File: config.mk
export PLATFORM = sky130hd
export DESIGN_NAME = cax_exec
export DESIGN_NICKNAME = d
export VERILOG_FILES = /design/src/cax_file_mem.v /design/src/cax_exec.v
export VERILOG_INCLUDE_DIRS = /design/src
export SDC_FILE = /design/constraint.sdc
export NUM_CORES = 1
export LEC_CHECK = 0
export BUFFER_PORTS_ARGS = -buffer_cell sky130_fd_sc_hd__buf_2
export CAP_MARGIN = 20
export CORE_UTILIZATION = 67
export DETAILED_ROUTE_END_ITERATION = 6
export GPL_ROUTABILITY_DRIVEN = 0
export HOLD_SLACK_MARGIN = 0.15
export PLACE_DENSITY = 0.81
export SYNTH_ARGS = -nofsm -noshare
export SYNTH_HDL_FRONTEND = slang
export SYNTH_SLANG_ARGS = --single-unit
File: constraint.sdc
create_clock -name clk -period 21.8 [get_ports clk]
set_clock_uncertainty 0.05 [all_clocks]
set_input_delay 2.18 -clock clk [delete_from_list [all_inputs] [get_ports clk]]
set_output_delay 2.18 -clock clk [all_outputs]
set_load 0.02 [all_outputs]
File: src/cax_defines.vh
`ifndef CAX_DEFINES_VH
`define CAX_DEFINES_VH

// ----------------------------------------------------------------
// Register byte offsets on the Avalon-MM slave
// ----------------------------------------------------------------
`define CAX_OFS_ACC 6'h00
`define CAX_OFS_STATUS 6'h04
`define CAX_OFS_INSTR 6'h08
`define CAX_OFS_FADDR 6'h0c
`define CAX_OFS_FDATA 6'h10
`define CAX_OFS_DIR_A 6'h14
`define CAX_OFS_DIR_B 6'h18
`define CAX_OFS_DIR_C 6'h1c
`define CAX_OFS_WDOG 6'h20
`define CAX_OFS_CTRL 6'h24

// ----------------------------------------------------------------
// Status and control register bit positions
// ----------------------------------------------------------------
`define CAX_ST_C 0
`define CAX_ST_NIB 1
`define CAX_ST_Z 2
`define CAX_ST_PWDN 3
`define CAX_ST_TEXP 4
`define CAX_ST_SLEEP 5
`define CAX_CTRL_WAKE 0

// ----------------------------------------------------------------
// Instruction word fields
// ----------------------------------------------------------------
`define CAX_IN_LIT 7:0
`define CAX_IN_F 14:8
`define CAX_IN_D 15
`define CAX_IN_OP 19:16
`define CAX_IN_W 20

// ----------------------------------------------------------------
// Operation codes
// ----------------------------------------------------------------
`define CAX_OP_ROTR 4'h0
`define CAX_OP_SUBL 4'h1
`define CAX_OP_SUBF 4'h2
`define CAX_OP_SUBFB 4'h3
`define CAX_OP_SWAP 4'h4
`define CAX_OP_DIR 4'h5
`define CAX_OP_XORL 4'h6
`define CAX_OP_XORF 4'h7
`define CAX_OP_SLEEP 4'h8

// ----------------------------------------------------------------
// Direction register selectors and reset values
// ----------------------------------------------------------------
`define CAX_SEL_A 7'h05
`define CAX_SEL_B 7'h06
`define CAX_SEL_C 7'h07
`define CAX_DIR_RST 8'hff
`define CAX_ACC_RST 8'h00
`define CAX_BYTE_ZERO 8'h00

// ----------------------------------------------------------------
// Bus timing: extra service cycles before the answer
// ----------------------------------------------------------------
`define CAX_SVC_WAIT 2'd1

`endif

File: src/cax_file_mem.v
`timescale 1ns/10ps

// Register file: single address, write-first, registered read data
module cax_file_mem #(
    parameter AW = 7,
    parameter DW = 8
)(
    input wire clk,
    input wire rstn,
    input wire [AW-1:0] addr,
    input wire we,
    input wire [DW-1:0] wdata,
    output reg [DW-1:0] rdata
);

    // ----------------------------------------------------------------
    // Storage
    // ----------------------------------------------------------------
    reg [DW-1:0] mem_r [0:(1<<AW)-1]; // Not reset, like real SRAM

    // Write, then read back; a write shows up on the read port at once
    always @(posedge clk)
    begin
        if (we)
        begin
            mem_r[addr] <= wdata;
        end
    end

    // Read register; forwarding avoids a stale byte after a write
    always @(posedge clk)
    begin
        if (!rstn)
        begin
            rdata <= {DW{1'b0}};
        end
        else if (we)
        begin
            rdata <= wdata;
        end
        else
        begin
            rdata <= mem_r[addr];
        end
    end

endmodule

File: src/cax_exec.v
`timescale 1ns/10ps
`include "cax_defines.vh"

module cax_exec #(
    parameter PRE_W = 8,
    parameter FA_W = 7
)(
    input wire clk,
    input wire rstn,
    input wire [5:0] avs_address,
    input wire avs_read,
    input wire avs_write,
    input wire [31:0] avs_writedata,
    output reg [31:0] avs_readdata,
    output wire avs_waitrequest,
    output wire [7:0] port_a_direction,
    output wire [7:0] port_b_direction,
    output wire [7:0] port_c_direction,
    output wire sleep_mode,
    output wire osc_run
);

    // ----------------------------------------------------------------
    // Execution states
    // ----------------------------------------------------------------
    localparam ST_IDLE = 2'b00; // Waiting for an instruction
    localparam ST_RD = 2'b01; // Register operand being fetched
    localparam ST_EX = 2'b10; // Operand valid, results committed

    // ----------------------------------------------------------------
    // State and registers
    // ----------------------------------------------------------------
    reg [1:0] state_r; // Execution state
    reg [7:0] acc_r; // Accumulator
    reg carry_r; // Carry / not-borrow
    reg nibble_arith_flag_r; // Low nibble carry
    reg zero_r; // Zero flag
    reg powerdown_flag_r; // Cleared by sleep
    reg time_expired_flag_r; // Set by sleep, cleared on timeout
    reg sleep_r; // Core asleep
    reg [7:0] port_a_direction_r; // Direction register A
    reg [7:0] port_b_direction_r; // Direction register B
    reg [7:0] port_c_direction_r; // Direction register C
    reg [20:0] instr_r; // Last instruction written
    reg [FA_W-1:0] faddr_r; // Software file window address
    reg [1:0] svc_cnt_r; // Bus service delay counter
    reg ack_r; // Bus answer cycle
    reg [7:0] watchdog_counter_r; // Watchdog count
    reg [PRE_W-1:0] pre_r; // Watchdog prescaler

    // ----------------------------------------------------------------
    // Bus decode
    // ----------------------------------------------------------------
    wire req = avs_read | avs_write; // Any request pending
    wire commit = req & ack_r; // Edge at which the master sees no wait
    wire wr_com = commit & avs_write; // Write takes effect here
    wire wr_acc = wr_com & (avs_address == `CAX_OFS_ACC);
    wire wr_stat = wr_com & (avs_address == `CAX_OFS_STATUS);
    wire wr_instr = wr_com & (avs_address == `CAX_OFS_INSTR);
    wire wr_faddr = wr_com & (avs_address == `CAX_OFS_FADDR);
    wire wr_fdata = wr_com & (avs_address == `CAX_OFS_FDATA);
    wire wr_ctrl = wr_com & (avs_address == `CAX_OFS_CTRL);

    // Wait until the answer is ready; refuse service while executing
    assign avs_waitrequest = req & ~ack_r;

    // ----------------------------------------------------------------
    // Instruction fields
    // ----------------------------------------------------------------
    wire [3:0] op = instr_r[`CAX_IN_OP]; // Operation code
    wire [7:0] lit = instr_r[`CAX_IN_LIT]; // Immediate byte
    wire [FA_W-1:0] fsel = instr_r[`CAX_IN_F]; // Register operand address
    wire dsel = instr_r[`CAX_IN_D]; // Destination bit

    // ----------------------------------------------------------------
    // Register file port
    // ----------------------------------------------------------------
    wire [7:0] fval; // Operand read back from the file
    reg [FA_W-1:0] mem_addr; // Shared address
    reg mem_we; // Shared write strobe
    reg [7:0] mem_wdata; // Shared write data

    // ----------------------------------------------------------------
    // ALU results
    // ----------------------------------------------------------------
    reg [7:0] res_nxt; // Result byte
    reg c_nxt; // New carry
    reg nib_nxt; // New nibble carry
    reg upd_c; // Carry is written
    reg upd_nib; // Nibble carry is written
    reg upd_z; // Zero is written
    reg uses_dest; // Destination bit steers the result
    reg to_acc; // Literal form always writes the accumulator
    reg [7:0] sub_a; // Minuend
    reg sub_cin; // Carry into subtraction, 1 = no borrow
    reg [8:0] sum9; // Minuend plus inverted accumulator
    reg [4:0] sum5; // Low nibble of the same sum

    // Operand fetched one cycle after the address, hence ST_RD
    cax_file_mem #(
        .AW(FA_W),
        .DW(8)
    ) u_mem (
        .clk(clk),
        .rstn(rstn),
        .addr(mem_addr),
        .we(mem_we),
        .wdata(mem_wdata),
        .rdata(fval)
    );

    // ----------------------------------------------------------------
    // Combinational datapath
    // ----------------------------------------------------------------
    // Subtract is add of inverted accumulator plus carry in
    always @*
    begin
        res_nxt = `CAX_BYTE_ZERO;
        c_nxt = carry_r;
        nib_nxt = nibble_arith_flag_r;
        upd_c = 1'b0;
        upd_nib = 1'b0;
        upd_z = 1'b0;
        uses_dest = 1'b0;
        to_acc = 1'b0;
        sub_a = (op == `CAX_OP_SUBL) ? lit : fval;
        // Clear carry counts as a borrow for the borrow form
        sub_cin = (op == `CAX_OP_SUBFB) ? carry_r : 1'b1;
        sum9 = {1'b0, sub_a} + {1'b0, ~acc_r} + {8'h00, sub_cin};
        sum5 = {1'b0, sub_a[3:0]} + {1'b0, ~acc_r[3:0]} + {4'h0, sub_cin};
        case (op)
            `CAX_OP_ROTR:
            begin
                // Old carry into bit 7, bit 0 out to carry
                res_nxt = {carry_r, fval[7:1]};
                c_nxt = fval[0];
                upd_c = 1'b1;
                uses_dest = 1'b1;
            end
            `CAX_OP_SUBL:
            begin
                // Carry set when accumulator <= literal
                res_nxt = sum9[7:0];
                c_nxt = sum9[8];
                nib_nxt = sum5[4];
                upd_c = 1'b1;
                upd_nib = 1'b1;
                upd_z = 1'b1;
                to_acc = 1'b1;
            end
            `CAX_OP_SUBF, `CAX_OP_SUBFB:
            begin
                res_nxt = sum9[7:0];
                c_nxt = sum9[8];
                nib_nxt = sum5[4];
                upd_c = 1'b1;
                upd_nib = 1'b1;
                upd_z = 1'b1;
                uses_dest = 1'b1;
            end
            `CAX_OP_SWAP:
            begin
                // No flag touched
                res_nxt = {fval[3:0], fval[7:4]};
                uses_dest = 1'b1;
            end
            `CAX_OP_XORL:
            begin
                res_nxt = acc_r ^ lit;
                upd_z = 1'b1;
                to_acc = 1'b1;
            end
            `CAX_OP_XORF:
            begin
                res_nxt = acc_r ^ fval;
                upd_z = 1'b1;
                uses_dest = 1'b1;
            end
            default:
            begin
                res_nxt = `CAX_BYTE_ZERO; // Direction load and sleep
            end
        endcase
    end

    // ----------------------------------------------------------------
    // Register file port mux
    // ----------------------------------------------------------------
    // Bus only commits in idle, so the two writers never collide
    always @*
    begin
        mem_addr = (state_r == ST_IDLE) ? faddr_r : fsel;
        mem_we = 1'b0;
        mem_wdata = avs_writedata[7:0];
        if (state_r == ST_EX)
        begin
            mem_we = uses_dest & dsel;
            mem_wdata = res_nxt;
        end
        else if (wr_fdata)
        begin
            mem_we = 1'b1;
        end
    end

    // ----------------------------------------------------------------
    // Execution state machine
    // ----------------------------------------------------------------
    // Instructions written while asleep are stored in instr_r but not started: sleep_r keeps ST_IDLE
    always @(posedge clk)
    begin
        if (!rstn)
        begin
            state_r <= ST_IDLE;
            instr_r <= 21'h0_0000;
        end
        else
        begin
            case (state_r)
                ST_IDLE:
                begin
                    if (wr_instr)
                    begin
                        instr_r <= avs_writedata[20:0];
                        if (!sleep_r)
                        begin
                            state_r <= ST_RD;
                        end
                    end
                end
                ST_RD:
                begin
                    state_r <= ST_EX; // Operand now on fval
                end
                ST_EX:
                begin
                    state_r <= ST_IDLE;
                end
                default:
                begin
                    state_r <= ST_IDLE;
                end
            endcase
        end
    end

    // ----------------------------------------------------------------
    // Accumulator, flags and direction registers
    // ----------------------------------------------------------------
    always @(posedge clk)
    begin
        if (!rstn)
        begin
            acc_r <= `CAX_ACC_RST;
            carry_r <= 1'b0;
            nibble_arith_flag_r <= 1'b0;
            zero_r <= 1'b0;
            port_a_direction_r <= `CAX_DIR_RST;
            port_b_direction_r <= `CAX_DIR_RST;
            port_c_direction_r <= `CAX_DIR_RST;
        end
        else if (state_r == ST_EX)
        begin
            // Destination bit clear, or literal form: accumulator
            if (to_acc || (uses_dest && !dsel))
            begin
                acc_r <= res_nxt;
            end
            if (upd_c)
            begin
                carry_r <= c_nxt;
            end
            if (upd_nib)
            begin
                nibble_arith_flag_r <= nib_nxt;
            end
            if (upd_z)
            begin
                zero_r <= (res_nxt == `CAX_BYTE_ZERO);
            end
            // Out-of-range selector loads nothing
            if (op == `CAX_OP_DIR)
            begin
                if (fsel == `CAX_SEL_A)
                begin
                    port_a_direction_r <= acc_r;
                end
                if (fsel == `CAX_SEL_B)
                begin
                    port_b_direction_r <= acc_r;
                end
                if (fsel == `CAX_SEL_C)
                begin
                    port_c_direction_r <= acc_r;
                end
            end
        end
        else
        begin
            if (wr_acc)
            begin
                acc_r <= avs_writedata[7:0];
            end
            if (wr_stat)
            begin
                carry_r <= avs_writedata[`CAX_ST_C];
                nibble_arith_flag_r <= avs_writedata[`CAX_ST_NIB];
                zero_r <= avs_writedata[`CAX_ST_Z];
            end
        end
    end

    // ----------------------------------------------------------------
    // Watchdog, sleep and power status
    // ----------------------------------------------------------------
    wire pre_full = &pre_r; // Prescaler about to wrap
    wire wdog_ovf = pre_full & (&watchdog_counter_r); // Time-out event
    wire do_sleep = (state_r == ST_EX) & (op == `CAX_OP_SLEEP);

    // Watchdog keeps counting in sleep; its own clock is not stopped
    always @(posedge clk)
    begin
        if (!rstn)
        begin
            pre_r <= {PRE_W{1'b0}};
            watchdog_counter_r <= 8'h00;
        end
        else if (do_sleep)
        begin
            pre_r <= {PRE_W{1'b0}};
            watchdog_counter_r <= 8'h00;
        end
        else
        begin
            pre_r <= pre_r + {{(PRE_W-1){1'b0}}, 1'b1};
            if (pre_full)
            begin
                watchdog_counter_r <= watchdog_counter_r + 8'h01;
            end
        end
    end

    // Time-out wins over a wake write arriving in the same cycle
    always @(posedge clk)
    begin
        if (!rstn)
        begin
            powerdown_flag_r <= 1'b1;
            time_expired_flag_r <= 1'b1;
            sleep_r <= 1'b0;
        end
        else if (do_sleep)
        begin
            powerdown_flag_r <= 1'b0;
            time_expired_flag_r <= 1'b1;
            sleep_r <= 1'b1;
        end
        else
        begin
            if (wdog_ovf)
            begin
                time_expired_flag_r <= 1'b0;
                sleep_r <= 1'b0;
            end
            else if (wr_ctrl && avs_writedata[`CAX_CTRL_WAKE])
            begin
                sleep_r <= 1'b0;
            end
        end
    end

    // ----------------------------------------------------------------
    // Bus answer and read data
    // ----------------------------------------------------------------
    // Two wait cycles let the file read settle after an address change
    always @(posedge clk)
    begin
        if (!rstn)
        begin
            ack_r <= 1'b0;
            svc_cnt_r <= 2'd0;
            avs_readdata <= 32'h0000_0000;
        end
        else if (ack_r)
        begin
            ack_r <= 1'b0;
            svc_cnt_r <= 2'd0;
        end
        else if (req && state_r == ST_IDLE && !(wr_instr))
        begin
            if (svc_cnt_r == `CAX_SVC_WAIT)
            begin
                ack_r <= 1'b1;
                avs_readdata <= 32'h0000_0000;
                case (avs_address)
                    `CAX_OFS_ACC: avs_readdata[7:0] <= acc_r;
                    `CAX_OFS_STATUS: avs_readdata[5:0] <= {sleep_r,
                        time_expired_flag_r, powerdown_flag_r, zero_r,
                        nibble_arith_flag_r, carry_r};
                    `CAX_OFS_INSTR: avs_readdata[20:0] <= instr_r;
                    `CAX_OFS_FADDR: avs_readdata[FA_W-1:0] <= faddr_r;
                    `CAX_OFS_FDATA: avs_readdata[7:0] <= fval;
                    `CAX_OFS_DIR_A: avs_readdata[7:0] <= port_a_direction_r;
                    `CAX_OFS_DIR_B: avs_readdata[7:0] <= port_b_direction_r;
                    `CAX_OFS_DIR_C: avs_readdata[7:0] <= port_c_direction_r;
                    `CAX_OFS_WDOG: avs_readdata[7:0] <= watchdog_counter_r;
                    default: avs_readdata <= 32'h0000_0000; // Unmapped
                endcase
            end
            else
            begin
                svc_cnt_r <= svc_cnt_r + 2'd1;
            end
        end
        else
        begin
            svc_cnt_r <= 2'd0; // No request, or busy: restart the delay
        end
    end

    // Software file window address
    always @(posedge clk)
    begin
        if (!rstn)
        begin
            faddr_r <= {FA_W{1'b0}};
        end
        else if (wr_faddr)
        begin
            faddr_r <= avs_writedata[FA_W-1:0];
        end
    end

    // ----------------------------------------------------------------
    // Outputs
    // ----------------------------------------------------------------
    assign port_a_direction = port_a_direction_r;
    assign port_b_direction = port_b_direction_r;
    assign port_c_direction = port_c_direction_r;
    assign sleep_mode = sleep_r;
    assign osc_run = ~sleep_r;

endmodule

==> results.yml, run 1 <==
sta:
  setup_viol: 0
  relSlewSlack: 0.180
  finalCritPeriodShare: 0.283
  hold_violations: 0
  tightest_slew_ps: 1230
  grt_setup_unrepaired: "false"
  drv_slew: 0
  fin_crit_ps: 6160
  setup_tns_ps: 0
  hold_slack_ps: 405
  clock.fmax_mhz: 162
setup_path:
  path_cells: "buf_2 > or4_1 > o31ai_4 > nand2_1 > nor2_1"
  critPathArrivalTime_ps: 6420
  reg2reg_depth: 14
  crit_path_top_delay_cell: "nand2_1"
  crit_path_max_incr_delay_ps: 1090
  cp-start-kind: "input pin"
  path_class: "in -> reg"
  cp_max_fo: 21
  critical_path_required_ps: 22060
  rrSetupSlack_ps: 16370
  r2r-start: "instr_r[17]"
  r2r-end: "u_mem.mem_r[50][6]"
  cp-startpoint: "avs_address[2]"
  endpoint: "u_mem.mem_r[61][0]"
  endpoint_kind: "flop"
grt:
  grt_max_degree: 112
  grt_pass1_vias: 26800
  antenna_found_initial: 1
  grt_pass1_wl_mm: 163
  grt.overflow.total: 0
  grt_usage: 0.321
place:
  dpl.hpwl_mm: 65.1
  dp_cells: 3785
  port_buffers: 78
yosys:
  synth_commonest_cells: "edfxtp_1 (1024), mux2i_1 (299), nor2_1 (231), a22oi_1 (158), nand2_1 (152)"
  synth-seq-area-share: 0.729
  syn_avg_cell_area_sq_um: 15.2
  synth_area_leader_cell: "edfxtp_1"
  synth_edf_count: 1024
  synth.most_common_cell: "edfxtp_1"
  synth_top_area_frac: 0.678
  netlist_top_cells_area: "edfxtp_1 (68%), mux2i_1 (6.6%), dfxtp_1 (5.1%)"
  postSynthCellCount: 2976
  async_flop_share: 0
  syn_area_sq_um: 45300
  ys_types: 78
  yosys_register_bits: 1140
  ys.flop_type: "edfxtp_1"
  synth_warnings: 0
power_and_ir_drop:
  leakage_nw: 15.6
  powerDensity_nw_per_um2: 87.0
  peakVddDrop_mv: 0.0648
routing:
  via_count: 27900
  routed-wl-met2_mm: 52.8
  vias_per_cell: 6.98
  wl_per_cell_um: 27.9
  drt_pass1_iterations: 7
  routed.top_layer: "met5"
  drtAntennaViolNets: 0
  routed_wl_mm: 111
  met1_length_mm: 40.1
  drc_errors: 1
  wl_met3_mm: 12.8
  drtIter0Drc: 4080
run_status:
  violations: "DRC"
  status: "complete, but fails checks"
finish:
  seq_area_sq_um: 33100
  finalNetCount: 3087
  area_growth_syn_to_layout_pct: 9.98
  post-route-util: 0.744
  fillCellCount: 3806
  stdcell_count: 3997
  drive_above_1_share: 0.111
  multiInputGateArea_sq_um: 11200
  diodes: 0
floorplanning:
  die_w_um: 262
  pin_count: 101
  core_area_sq_um: 67000
  num_rows: 95
  initial_core_util: 0.676
  dieArea_sq_um: 68700
  die_y_um: 262
clock_network:
  root_buffer: "clkbuf_16"
  post_cts_buffers: 0
  ctsHoldBuffers: 0
  cts-resized-gates: 0
  path_clk_slew_ps: 60
  cts_tree: "done"
  cts.sinks: 1140
  cts_htree_levels: 3
  clk_path_buf_depth: 3
  worstSkewPairLatency_ps: 700
  cts_made_buffers: 108
job:
  max_cap_viol_count: 0
hold_path:
  hold_path_class: "reg -> reg"
==> per-layer routing <==
metal	GRT usage	up-vias
met2	0.510	1993
met3	0.0605	367
met5	0	-
li1	-	11900
met1	0.430	13600
met4	0.158	2
==> state kept, by name (all words and copies together), names as in the netlist <==
signal               cells
acc_r                    8
ack_r                    1
avs_readdata            21
carry_r                  1
faddr_r                  7
instr_r                 21
nibble_arith_flag_r      1
port_a_direction         8
port_b_direction         8
port_c_direction         8
powerdown_flag_r         1
pre_r                    8
sleep_mode               1
state_r                  2
svc_cnt_r                2
time_expired_flag_r      1
u_mem.mem_r           1024
u_mem.rdata              8
watchdog_counter_r       8
zero_r                   1
==> placed cells by master, fill, tap and decap left out, types with 12 or more instances in the layout <==
master,netlist,final
inv_1,17,17
and3_1,28,28
a221oi_1,59,59
buf_4,51,47
o211ai_1,18,18
o22ai_1,146,146
a22o_1,49,49
nand2_1,152,151
clkbuf_1,53,18
dfxtp_1,116,116
a22oi_1,158,158
xnor2_1,13,13
a21oi_1,74,73
clkinv_2,0,24
nor2_1,231,230
nor3_1,29,29
buf_2,69,86
mux2i_1,299,299
a31oi_1,19,19
a311oi_1,20,20
clkbuf_16,0,112
nand3_1,44,44
clkinv_1,0,20
edfxtp_1,1024,1024
xor2_1,12,12
o21ai_0,91,83
==> worst max-delay path, delay by kind of cell <==
kind,cells,cell delay [ps]
simple gates,3,2910
compound gates,1,1040
buf+inv,1,250
==> worst min path at each step <==
stage,start,depth (start not counted),to,slack [ps]
after floorplan,powerdown_flag_r,2,powerdown_flag_r,370
after global placement,powerdown_flag_r,2,powerdown_flag_r,380
after detailed placement,powerdown_flag_r,2,powerdown_flag_r,390
after CTS,powerdown_flag_r,2,powerdown_flag_r,400
after global routing,powerdown_flag_r,2,powerdown_flag_r,420
final,powerdown_flag_r,2,powerdown_flag_r,410
==> where the power goes <==
part / switching, mW / internal [mW] / total (mW)
Clock: 0.803 / 1.07 / 1.87
Sequential: 0.00403 / 2.38 / 2.39
Combinational: 0.0628 / 0.0162 / 0.0790
==> cell type report <==
cell class                 instances  area share
sequential                      1140       0.663
multi-input combinational       1624       0.224
clock buffer                     138      0.0593
tap                              873      0.0219
timing repair buffer             141      0.0179
clock inverter                    63      0.0120
inverter                          18     0.00135
==> cell families after synthesis <==
group | count (synthesis) | share of synthesized area
DFF | 1140 | 0.729
AOI/OAI and AO/OA | 716 | 0.112
and+or+nand+nor | 553 | 0.0546
muxes | 307 | 0.0680
buffers and inverters | 222 | 0.0277
xor gates and xnor gates | 25 | 0.00483
adders and majority gates | 12 | 0.00364
other | 1 | 0.0000827
==> through the flow <==
| stage | setup slack [ps] | instance area [sq um] | power [mW] |
|---|---|---|---|
| 3_3_place_gp | 15190 | 46200 | 2.51 |
| 3_5_place_dp | 15220 | 46200 | 2.51 |
| 4_1_cts | 15910 | 49800 | 4.34 |
| 2_1_floorplan | 12210 | 45400 | 2.48 |
| 5_1_grt | 15630 | 49900 | 4.43 |
| 6_report | 15640 | 49900 | 4.34 |
Power figures use the tool's default switching activity.
==> inputs of run 2 (changes only) <==
CORE_UTILIZATION = 62   (was 67)
PLACE_DENSITY = 0.76   (was 0.81)
clock period = 6.4 ns   (was 21.8 ns; I/O delays follow)
==> run 2 against run 1 <==
  * Register-to-register slack lost 15000 ps
  * Via count grew 0.73%
  * Cell count up 3.1%
  * Largest power group unchanged
  * Die area rose by 8.0%
  * The flow still finishes with violations (DRC)
  * Critical path type is now reg -> reg
  * Highest routed layer is now met4
  * Global-route usage fell by 1.6 points
  * Hold slack worse by 220 ps
  * Utilization decreased by 4.2 points
  * Cell area increased by 1.4%
  * First-iteration DRC count shrank 4.3%
  * Sequential share of layout area down 0.89 points
  * Setup slack worse by 14000 ps
  * Critical path depth grew 2
==> results.yml, run 2 (same netlist as run 1, synthesis figures left out) <==
routing:
  drt_pass1_iterations: 7
  drtIter0Drc: 3904
  routed-wl-met2_mm: 52.8
  drc_errors: 7
  routed.top_layer: "met4"
  wl_met3_mm: 12.0
  routed_wl_mm: 113
  drtAntennaViolNets: 0
  vias_per_cell: 6.82
  met1_length_mm: 43.6
  wl_per_cell_um: 27.5
  via_count: 28100
sta:
  setup_tns_ps: 0
  drv_slew: 0
  finalCritPeriodShare: 0.719
  relSlewSlack: 0.203
  fin_crit_ps: 4600
  setup_viol: 0
  clock.fmax_mhz: 217
  grt_setup_unrepaired: "false"
  finalWorstSetupSlack_ps: 1800
  tightest_slew_ps: 1180
  hold_violations: 0
clock_network:
  cts.sinks: 1140
  cts-resized-gates: 0
  root_buffer: "clkbuf_16"
  cts_tree: "done"
  worstSkewPairLatency_ps: 680
  cts_made_buffers: 108
  clk_path_buf_depth: 3
  path_clk_slew_ps: 60
  cts_htree_levels: 3
finish:
  layout_commonest_cell: "edfxtp_1"
  fillCellCount: 4524
  post-route-util: 0.702
  reg_top3: "u_mem.mem_r: 1024 flops, avs_readdata: 21 flops, instr_r: 21 flops"
  diodes: 0
  finalNetCount: 3132
  seq_area_sq_um: 33100
  drive_above_1_share: 0.122
  top_register: "u_mem.mem_r"
  final_cell_mix: "edfxtp_1 (1024), mux2i_1 (299), nor2_1 (230), a22oi_1 (158), nand2_1 (151)"
  largest_register_ffs: 1024
  area_growth_syn_to_layout_pct: 11.5
  multiInputGateArea_sq_um: 11200
floorplanning:
  pin_count: 101
  die_y_um: 272
  initial_core_util: 0.630
  num_rows: 98
  core_area_sq_um: 72000
  die_w_um: 272
  dieArea_sq_um: 74200
hold_path:
  hold_path_class: "in -> reg"
setup_path:
  cp-startpoint: "state_r[0]"
  endpoint: "u_mem.mem_r[17][3]"
  endpoint_kind: "flop"
  rrSetupSlack_ps: 1800
  critical_path_required_ps: 6650
  cp-start-kind: "flop"
  critPathArrivalTime_ps: 4850
  r2r-end: "u_mem.mem_r[17][3]"
  reg2reg_depth: 7
  path_class: "reg -> reg"
  r2r-start: "state_r[0]"
  cp_max_fo: 19
grt:
  grt_pass1_vias: 27200
  antenna_found_initial: 3
  grt_pass1_wl_mm: 169
  grt.overflow.total: 0
  grt_usage: 0.305
  grt_max_degree: 131
power_and_ir_drop:
  power.combinational.fraction: 0.019
  internal_power_mw: 11.8
  power_mw: 14.8
  power_frac_seq: 0.548
  peakVddDrop_mv: 0.244
  switchingPower_mw: 2.98
  p_sw_frac: 0.201
  powerDensity_nw_per_um2: 293
  leakage_nw: 15.9
  p_clk_frac: 0.433
run_status:
  violations: "DRC"
  status: "complete, but fails checks"
place:
  place_ws_ps: 1970
  port_buffers: 78
  dpl.hpwl_mm: 67.7
job:
  max_cap_viol_count: 0
[run 2: changes by cell type in the layout (fill, tap and decap cells not counted), moves of 2 or more]
cell,previous run,this run
buf_4,47,77
buf_12,2,20
bufinv_16,9,12
clkbuf_16,112,109
clkbuf_4,5,2
clkinv_1,20,23
clkbuf_1,18,20
clkbuf_2,2,0
clkinv_8,1,3
[run 2: worst max-delay path, stage by stage, from the launching register on]
cell and delay (ps):
dfxtp_1 570, nand2b_1 870, nand3_1 320, o31ai_4 340, buf_4 380, nand3_1 600
buf_4 460, nor2_1 620
[run 2: through the flow]
stage / cells / instance area (sq um) / hold WS (ps)
2_1_floorplan: 2986 / 45400 / 372
3_3_place_gp: 3905 / 46900 / 380
3_5_place_dp: 3913 / 46900 / 398
4_1_cts: 4116 / 50500 / 153
5_1_grt: 4120 / 50500 / 173
6_report: 4120 / 50500 / 182
[run 2: power by group through the flow]
stage | Clock (mW) | Combinational (mW) | Sequential [mW]
finish | 6.41 | 0.286 | 8.13
floorplan | 0 | 0.142 | 8.30
detailed placement | 0 | 0.279 | 8.28
CTS | 6.44 | 0.281 | 8.13
global placement | 0 | 0.270 | 8.28
global route | 6.74 | 0.305 | 8.12
[run 2: final cells by class]
cell class	instances	share of cell area
sequential	1140	0.654
tap	950	0.0235
timing repair buffer	186	0.0288
multi-input combinational	1624	0.221
inverter	18	0.00134
clock buffer	133	0.0565
clock inverter	69	0.0142
[run 2: metal layers]
metal / vias up / global-route usage
met5: - / 0
met2: 1857 / 0.475
met4: 0 / 0.125
met3: 330 / 0.0595
li1: 12000 / -
met1: 13900 / 0.425
[run 2: what timing repair did]
item,CTS,global route
setup buffers,0,0
hold buffers,1,0
endpoints found under the hold margin,1,0
[run 2: worst min path at each step]
| stage | start | slack [ps] | to | depth (start not counted) |
|---|---|---|---|---|
| 5_1_grt | avs_writedata[15] | 170 | instr_r[15] | 3 |
| 3_3_place_gp | powerdown_flag_r | 380 | powerdown_flag_r | 2 |
| 6_report | avs_writedata[15] | 180 | instr_r[15] | 3 |
| 4_1_cts | avs_writedata[19] | 150 | instr_r[19] | 3 |
| 2_1_floorplan | powerdown_flag_r | 370 | powerdown_flag_r | 2 |
| 3_5_place_dp | powerdown_flag_r | 400 | powerdown_flag_r | 2 |
